[config.mk]
export PLATFORM = sky130hd
export DESIGN_NAME = watchdog_mode_clock_select
export DESIGN_NICKNAME = d
export VERILOG_FILES = /design/src/hw/wdt_pkg.sv /design/src/hw/watchdog_mode_clock_select.sv
export VERILOG_INCLUDE_DIRS = /design/src /design/src/hw
export SDC_FILE = /design/constraint.sdc
export NUM_CORES = 1
export LEC_CHECK = 0
export BUFFER_PORTS_ARGS = -buffer_cell sky130_fd_sc_hd__buf_2
export CORE_UTILIZATION = 50
export CTS_CLUSTER_DIAMETER = 80
export CTS_CLUSTER_SIZE = 16
export DETAILED_ROUTE_END_ITERATION = 7
export PLACE_DENSITY_LB_ADDON = 0.3
export SYNTH_ARGS = -nofsm -noshare
export SYNTH_HDL_FRONTEND = slang
export SYNTH_SLANG_ARGS = --single-unit
[constraint.sdc]
create_clock -name clk_i -period 2.7 [get_ports clk_i]
set_input_delay 0.405 -clock clk_i [delete_from_list [all_inputs] [get_ports clk_i]]
set_output_delay 0.405 -clock clk_i [all_outputs]
set_load 0.02 [all_outputs]
[src/hw/wdt_defs.svh]
// Constants of the watchdog block: register offsets, field positions,
// reset values and counts.
// Assumes a 32-bit classic Wishbone slave with the registers in byte lane 0.
`ifndef WDT_DEFS_SVH
`define WDT_DEFS_SVH

// Byte offsets of the three registers.
`define WD_ADR_MODE      8'h00
`define WD_ADR_COUNT     8'h04
`define WD_ADR_CLKSEL    8'h08

// Field positions of the mode and interrupt control register.
`define WD_OVF_BIT       7
`define WD_MODE_WI_BIT   6
`define WD_MODE_BIT      5
`define WD_IEN_WI_BIT    4
`define WD_IEN_BIT       3

// Reset values, fixed read-back bits and the counter maximum.
`define WD_COUNT_RST     8'h00
`define WD_CLKSEL_RST    4'h0
`define WD_RSVD_ONES3    3'h7
`define WD_RSVD_ONES4    4'hf
`define WD_COUNT_MAX     8'hff

// Internal reset length, in ticks of the on-chip oscillator.
`define WD_RST_OSC_TICKS 10'd512

// Prescaler widths: system clock taps /64 to /8192, subclock /16 and /256.
`define WD_PHI_PRE_W     13
`define WD_PHI_TAPS      8
`define WD_PHI_TAP0_W    6
`define WD_SUB_PRE_W     8
`define WD_SUB16_W       4

`endif

[src/hw/wdt_pkg.sv]
// Types shared by the watchdog block and its bench.
// Assumes the constants header is compiled alongside.
package wdt_pkg;

    // Wishbone request from the master.
    typedef struct packed {
        logic        cyc;
        logic        stb;
        logic        we;
        logic [7:0]  adr;
        logic [3:0]  sel;
        logic [31:0] dat;
    } wb_req_t;

    // Wishbone answer from this slave.
    typedef struct packed {
        logic        ack;
        logic [31:0] dat;
    } wb_rsp_t;

    // Counting mode.
    typedef enum logic [0:0] {
        MODE_WATCHDOG = 1'b0,
        MODE_INTERVAL = 1'b1
    } timer_mode_t;

    // Internal reset request sequencer.
    typedef enum logic [0:0] {
        RQ_IDLE = 1'b0,
        RQ_HOLD = 1'b1
    } rstreq_state_t;

endpackage

[src/hw/watchdog_mode_clock_select.sv]
// Watchdog counter with mode control, overflow flag and clock select.
// Assumes one 250 MHz clock, a synchronous active-high reset, and oscillator
// and subclock ticks that arrive as one-cycle enables in the clk_i domain.
//
// The Wishbone interface to the registers and the placing of the registers are this design's own decisions.
`timescale 1ns/10ps
`include "wdt_defs.svh"

module watchdog_mode_clock_select
    import wdt_pkg::*;
(
    input  wire logic    clk_i,
    input  wire logic    rst_i,
    input  wire wb_req_t wb_i,
    output wb_rsp_t      wb_o,
    input  wire logic    osc_tick_i,
    input  wire logic    subclk_tick_i,
    input  wire logic    counter_write_enable_i,
    input  wire logic    counter_run_i,
    output logic         internal_reset_o,
    output logic         watchdog_reset_flag_set_o,
    output logic         interval_irq_o
);

    // The mode and interrupt control register keeps the overflow flag in
    // bit 7, the mode in bit 5 and the interrupt enable in bit 3. Bits 6 and 4
    // are write gates that are never stored and always read back as one.
    // The up-counter register is the eight count bits themselves. The clock
    // select register keeps a four-bit source code under four fixed ones.
    // All three sit in byte lane 0, and the upper lanes read zero and ignore
    // writes, so a byte-wide master and a word-wide master see the same map.

    // Register state.
    logic                        overflow_flag;
    timer_mode_t                 timer_mode_select;
    logic                        overflow_irq_enable;
    logic [7:0]                  watchdog_up_counter;
    logic [3:0]                  counter_clock_select;
    logic                        clear_armed;

    // Bus answer registers.
    logic                        ack;
    logic [31:0]                 rdata;

    // Prescalers.
    logic [`WD_PHI_PRE_W-1:0]    phi_pre;
    logic [`WD_SUB_PRE_W-1:0]    sub_pre;
    logic [`WD_PHI_TAPS-1:0]     phi_tick;
    logic [1:0]                  sub_tick;

    // Internal reset sequencer.
    rstreq_state_t               rq_state;
    rstreq_state_t               next_rq_state;
    logic [9:0]                  rq_count;
    logic                        rst_set_pulse;

    // Decode and strobes.
    wire        bus_req     = wb_i.cyc & wb_i.stb;
    wire        lane0       = wb_i.sel[0];
    wire        hit_mode    = (wb_i.adr == `WD_ADR_MODE);
    wire        hit_count   = (wb_i.adr == `WD_ADR_COUNT);
    wire        hit_clksel  = (wb_i.adr == `WD_ADR_CLKSEL);
    wire        access_edge = bus_req & ack;
    wire        wr_edge     = access_edge & wb_i.we & lane0;
    wire        rd_edge     = access_edge & ~wb_i.we;
    wire [7:0]  wbyte       = wb_i.dat[7:0];
    wire        wr_mode     = wr_edge & hit_mode;
    wire        wr_clksel   = wr_edge & hit_clksel;

    // The two gated bits follow the same pattern: the write carries its own
    // permission in the neighbouring bit, so a stray byte write of all ones
    // can change neither the mode nor the interrupt enable.
    // Write-inhibit gates on the two guarded control bits.
    wire        mode_bit_write_inhibit  = wbyte[`WD_MODE_WI_BIT];
    wire        irq_enable_write_inhibit = wbyte[`WD_IEN_WI_BIT];
    wire        mode_load   = wr_mode & ~mode_bit_write_inhibit;
    wire        ien_load    = wr_mode & ~irq_enable_write_inhibit;

    // Counter writes are dropped silently while the write gate is closed.
    // write gate.
    wire        count_load  = wr_edge & hit_count & counter_write_enable_i;

    // Reads need no lane select: the whole word is returned, with the
    // register in the low byte.
    // Read image of each register; unmapped offsets read zero.
    // reserved ones.
    wire [7:0]  mode_image  = {overflow_flag, 1'b1, timer_mode_select,
                               1'b1, overflow_irq_enable, `WD_RSVD_ONES3};
    wire [7:0]  clksel_image = {`WD_RSVD_ONES4, counter_clock_select};
    wire [7:0]  read_byte   = hit_mode   ? mode_image :
                              hit_count  ? watchdog_up_counter :
                              hit_clksel ? clksel_image : 8'h00;

    // One tick per divided system clock period, tap i divides by 64 << i.
    genvar tap;
    generate
        for (tap = 0; tap < `WD_PHI_TAPS; tap = tap + 1) begin : g_phi_tap
            assign phi_tick[tap] = &phi_pre[`WD_PHI_TAP0_W+tap-1:0];
        end
    endgenerate

    // The subclock taps only fire on a subclock tick.
    assign sub_tick[0] = subclk_tick_i & (&sub_pre[`WD_SUB16_W-1:0]);
    assign sub_tick[1] = subclk_tick_i & (&sub_pre);

    // Clock select decode. Reserved 011x codes give no tick, so a counter
    // left on such a code simply stands still rather than running wild.
    // clock source mux.
    wire        count_tick  = counter_clock_select[3] ?
                                  phi_tick[counter_clock_select[2:0]] :
                              counter_clock_select[2] ?
                                  (~counter_clock_select[1] &
                                   sub_tick[counter_clock_select[0]]) :
                                  osc_tick_i;

    // Counting is frozen while the internal reset is being held, since the
    // rest of the chip is held in reset too.
    // run gate.
    wire        count_step  = count_tick & counter_run_i & (rq_state == RQ_IDLE);
    wire        wrap        = count_step & ~count_load &
                              (watchdog_up_counter == `WD_COUNT_MAX);
    wire        wd_overflow = wrap & (timer_mode_select == MODE_WATCHDOG);
    wire        rq_done     = (rq_state == RQ_HOLD) & osc_tick_i &
                              (rq_count == `WD_RST_OSC_TICKS - 10'd1);
    wire        ovf_clear   = wr_mode & ~wbyte[`WD_OVF_BIT] & clear_armed;
    wire        ovf_auto_clr = rq_done;

    // Bus answer: ack follows the request by one cycle and drops after one.
    // The answer is registered, so every access costs one wait state; in
    // return the read mux never sits in the path from the bus to the master.
    // A master that keeps its strobe up after the ack starts a second
    // access, which is harmless for a read and repeats a write.
    always_ff @(posedge clk_i) begin
        if (rst_i) begin
            ack   <= 1'b0;
            rdata <= 32'h0000_0000;
        end else begin
            ack   <= bus_req & ~ack;
            rdata <= {24'h00_0000, read_byte};
        end
    end

    // Bus outputs come straight from the answer flip-flops.
    assign wb_o.ack = ack;
    assign wb_o.dat = rdata;

    // Free-running system clock prescaler.
    // It is never cleared by a register write, so the first tick after a
    // clock select change comes anywhere within one period of the new tap.
    // Software that needs an exact first interval must allow for one tick
    // of slack.
    always_ff @(posedge clk_i) begin
        if (rst_i) begin
            phi_pre <= '0;
        end else begin
            phi_pre <= phi_pre + 1'b1;
        end
    end

    // Subclock prescaler advances only on subclock ticks.
    // Subclock ticks are taken as enables already aligned to clk_i; a tick
    // that is wider than one cycle would be counted more than once.
    always_ff @(posedge clk_i) begin
        if (rst_i) begin
            sub_pre <= '0;
        end else if (subclk_tick_i) begin
            sub_pre <= sub_pre + 1'b1;
        end
    end

    // Changing the mode while the counter runs can disturb the count, so
    // software stops the counter before it switches.
    // Mode select and its write-inhibit.
    // mode storage.
    always_ff @(posedge clk_i) begin
        if (rst_i) begin
            timer_mode_select <= MODE_WATCHDOG;
        end else if (mode_load) begin
            timer_mode_select <= timer_mode_t'(wbyte[`WD_MODE_BIT]);
        end
    end

    // Overflow interrupt enable. It is kept in watchdog mode too, so it takes
    // effect again as soon as interval mode is chosen.
    // enable storage.
    always_ff @(posedge clk_i) begin
        if (rst_i) begin
            overflow_irq_enable <= 1'b0;
        end else if (ien_load) begin
            overflow_irq_enable <= wbyte[`WD_IEN_BIT];
        end
    end

    // Clock select register. Codes 00xx take the oscillator tick, 0100 and
    // 0101 the two subclock taps, and 1000 to 1111 the system clock taps in
    // rising order of division.
    always_ff @(posedge clk_i) begin
        if (rst_i) begin
            counter_clock_select <= `WD_CLKSEL_RST;
        end else if (wr_clksel) begin
            counter_clock_select <= wbyte[3:0];
        end
    end

    // Because a load beats a step, a write that lands in the cycle of a wrap
    // suppresses that overflow entirely; a reload in time is exactly what a
    // watchdog is waiting for.
    // The counter: a load beats a step in the same cycle, and the end of
    // the internal reset puts it back to its reset value.
    // up-counter.
    always_ff @(posedge clk_i) begin
        if (rst_i) begin
            watchdog_up_counter <= `WD_COUNT_RST;
        end else if (count_load) begin
            watchdog_up_counter <= wbyte;
        end else if (rq_done) begin
            watchdog_up_counter <= `WD_COUNT_RST;
        end else if (count_step) begin
            watchdog_up_counter <= watchdog_up_counter + 8'h01;
        end
    end

    // Three events touch the flag: a wrap sets it, a software clear after an
    // arming read drops it, and the end of an internal reset hold drops it.
    // Only the set is allowed to win a collision.
    // Overflow flag. A wrap in the same cycle as a clear still sets it, so
    // an overflow that races the handler is never lost.
    // flag set.
    always_ff @(posedge clk_i) begin
        if (rst_i) begin
            overflow_flag <= 1'b0;
        end else if (wrap) begin
            overflow_flag <= 1'b1;
        end else if (ovf_clear | ovf_auto_clr) begin
            overflow_flag <= 1'b0;
        end
    end

    // The arming is lost whenever the flag goes low, so a stale arming can
    // never clear a later overflow that software has not yet read.
    // Arming: a read that sees the flag set permits the next zero write to
    // clear it. Any write to the register uses up the arming.
    // read arming.
    always_ff @(posedge clk_i) begin
        if (rst_i) begin
            clear_armed <= 1'b0;
        end else if (rd_edge & hit_mode & overflow_flag) begin
            clear_armed <= 1'b1;
        end else if (wr_mode | ~overflow_flag) begin
            clear_armed <= 1'b0;
        end
    end

    // The sequencer has two states: idle, and holding the internal reset.
    // A wrap in interval mode never leaves idle.
    // Internal reset sequencer next state.
    always_comb begin
        next_rq_state = rq_state;
        case (rq_state)
            RQ_IDLE: begin
                if (wd_overflow) begin
                    next_rq_state = RQ_HOLD;
                end
            end
            RQ_HOLD: begin
                if (rq_done) begin
                    next_rq_state = RQ_IDLE;
                end
            end
            default: begin
                next_rq_state = RQ_IDLE;
            end
        endcase
    end

    // Hold counter counts oscillator ticks while the reset is out.
    // The hold is counted in oscillator ticks rather than clock cycles, so
    // its length follows the oscillator and not the system clock rate.
    // Ten bits are enough, since the count never passes 512.
    // hold length.
    always_ff @(posedge clk_i) begin
        if (rst_i) begin
            rq_state <= RQ_IDLE;
            rq_count <= 10'd0;
        end else begin
            rq_state <= next_rq_state;
            if (rq_state == RQ_IDLE) begin
                rq_count <= 10'd0;
            end else if (osc_tick_i) begin
                rq_count <= rq_count + 10'd1;
            end
        end
    end

    // Flag-set pulse towards the first control register.
    // The pulse lasts one cycle, since the first control register keeps the
    // flag itself. A hold in progress cannot raise a second pulse, because
    // counting stands still until the hold ends.
    // reset flag pulse.
    always_ff @(posedge clk_i) begin
        if (rst_i) begin
            rst_set_pulse <= 1'b0;
        end else begin
            rst_set_pulse <= wd_overflow;
        end
    end

    // Outputs towards the reset controller and the first control register.
    assign watchdog_reset_flag_set_o = rst_set_pulse;
    assign internal_reset_o          = (rq_state == RQ_HOLD);

    // Software that leaves the enable low may still poll the flag in
    // interval mode and clear it in the same way.
    // The interrupt is a level that lasts until software clears the flag;
    // it never fires in watchdog mode, where the reset takes over.
    // interrupt gating.
    assign interval_irq_o = overflow_flag & overflow_irq_enable &
                            (timer_mode_select == MODE_INTERVAL);

endmodule // watchdog_mode_clock_select

==> out/qor.csv <==
metric,value,unit
status,"complete, no violations",
clockBufferDepth,2,
synthTopCellsByArea,"dfxtp_1 (39%), nor2_1 (7.3%), buf_4 (6.3%)",
fp.dieW,79.2,microns
fmax,0.397,GHz
cts_buffers,9,
p_total,1.87,mW
cts_root_buf,clkbuf_8,
ant_nets,0,
synth_ff_type,dfxtp_1,
core_area,5610,sq um
start_util,53.1,%
crit_path_start_kind,flop,
gp_congestion,0.852,
yosys.area_share.simple,26.0,%
yosys.area_share.xor_xnor,7.06,%
drc,0,
critPathKind,reg2reg,
grt_pass1_wl,9.83,mm
maxCapViolCount,0,
seq_area_frac_synth,39.0,%
grt_usage,20.5,%
num_vias,2482,
synth_warnings,0,
grt.overflow.total,0,
htreeDepth,3,
setup_violations,0,
p_leak,1.34,nW
setup_tns,0,ps
synth_mux_area_share,1.35,%
antenna_found_initial,0,
clock-sinks,58,
fill_cells,496,
synth.largest_area_cell,dfxtp_1,
drive_above_1_share,19.2,%
drt_wl_total,5.96,mm
slew_violations,0,
hpwlAfterDp,4.21,mm
syn_area,2980,sq um
first_global_vias,2223,
final_nets,449,
synth-edff-count,0,
hold_viol,0,
drtIter0Drc,117,
synth_top_cell_area_share,39.0,%
design.portCount,89,
crit_fanout,10,
fin_crit,2520,ps
synth_cell_types,52,
dr.pass1.iters,4,
synth-compound-area-share,13.9,%
finalCritPeriodShare,93.4,%
antennaDiodeCount,0,
synth_fa_ha_area_share,2.10,%
synth.avg_cell_area,8.50,sq um
rsz0062_at_grt,no,
rows,27,
synthArstFlopShare,0,%
clkSlewWorstSetupHoldPaths,70,ps
hp-class,in2reg,
insertion_delay,340,ps
critPathRequiredTime,2950,ps
chipHeight,79.2,microns
routed_via_density,5.31,
port_buffers,37,
die_area,6270,sq um
ys_ff_latch,58,
ctsHoldBuffers,0,
areaGrowthSynthToFinish,13.7,%
syn_inst,350,
p_per_area,553,nW/um^2
cts_tree,built,
worstPathArrival,2770,ps
end_kind,flop,
wl_per_cell,12.8,microns
grt_start_max_net_pins,23,
ir_drop,0.000438,V
fin_skew,10.7,ps
synth_top_family_by_area,simple AND/OR/NAND/NOR gates,
==> power breakdown <==
part           switching (mW)  internal (mW)
clock network           0.347          0.509
registers              0.0104          0.867
logic                  0.0880         0.0493
==> cell families (layout without fill, tap and decap cells) <==
| family | after synthesis | count (layout) |
|---|---|---|
| compound gates | 56 | 56 |
| xor+xnor | 24 | 24 |
| fa+ha+maj | 5 | 5 |
| buf+inv | 53 | 75 |
| flops | 58 | 58 |
| mux | 4 | 4 |
| other cells | 1 | 24 |
| simple gates | 149 | 149 |
==> synth_stat cells, drive strengths merged (2+ instances only) <==
cell type and count:
nand2b 5, a21oi 23, inv 14, or4 2
dfxtp 58, ha 5, and2 2, a31oi 3
clkbuf 8, nand4b 3, nor3 9, a211oi 3
o311a 3, nand4 12, xor2 12, and3 7
nor2 59, o21ai 10, nor2b 5, nand3 11
buf 31, nand2 22, a2111oi 2, and4 2
mux2i 4, nor4 3, or3 2, xnor2 12
a31o 2
==> state kept, by name, indices dropped and copies added, names as in the netlist, 4 cells and up <==
register / cells
sub_pre: 8
rq_count: 10
counter_clock_select: 4
rdata: 8
watchdog_up_counter: 8
phi_pre: 13
==> timing repair <==
action / CTS / global route
gates resized for setup: 0 / 3
endpoints found under the hold margin: 0 / 0
setup buffers: 0 / 3
setup endpoints to repair: 0 / 2
==> worst max-delay path: stages, from the launching register on <==
cell	delay, ps
dfxtp_1	360
ha_2	220
nand3_1	130
nor2_4	160
nand2_1	110
inv_1	90
ha_1	140
nand2_1	50
o21ai_1	130
a31oi_1	80
a2111oi_4	420
buf_12	180
o22ai_1	90
a221oi_2	290
==> routing by layer <==
metal	vias up	wire, microns	global-route usage (%)
met5	-	0	0
met4	0	91	6.55
met3	10	422	8.16
met2	84	2640	31.2
met1	1144	2810	26.2
li1	1244	-	-
==> worst paths after layout <==
path	startpoint	to	slack (ps)	depth (start not counted)
setup / recovery	phi_pre[0]	watchdog_up_counter[4]	180	13
hold / removal	wb_i[45]	ack	300	3
setup reg to reg	phi_pre[0]	watchdog_up_counter[4]	180	13
hold reg to reg	ack	ack	440	1
==> layout by cell type (no fill, tap or decap), types with 3 or more instances in the layout <==
master and n:
nor4_1 3, buf_2 37, o21ai_0 9, dfxtp_1 58, buf_4 7, mux2i_1 4
clkbuf_8 9, nand4b_1 3, ha_1 4, xor2_1 12, nand4_1 11, nor2_1 58
xnor2_1 12, nor3_1 7, nand2_1 22, a21oi_1 23, nand2b_1 5, inv_1 14
nor2b_1 5, a211oi_2 3, nand3_1 11, and3_1 7, conb_1 24, a31oi_1 3
o311a_1 3, clkinv_2 3
==> per-stage QoR <==
stage               instances  setup slack [ps]  util [%]  instance area (sq um)  hold slack (ps)
floorplan                 373               391         -                   3060              412
CTS                       464               132      59.6                   3340              283
global route              467              27.1      60.4                   3390              278
detailed placement        449               174      55.9                   3140              425
global placement          449               252      55.9                   3140              421
finish                    467               179      60.4                   3390              295
==> layout make-up <==
type / instances / area (sq um) / share of cell area, %
sequential: 58 / 1160 / 34.3
multi-input combinational: 262 / 1600 / 47.2
clock inverter: 6 / 82.6 / 2.44
timing repair buffer: 46 / 278 / 8.20
inverter: 14 / 52.6 / 1.55
tap: 72 / 90.1 / 2.66
clock buffer: 9 / 124 / 3.66
No activity file was read; power rests on OpenSTA's default activity.
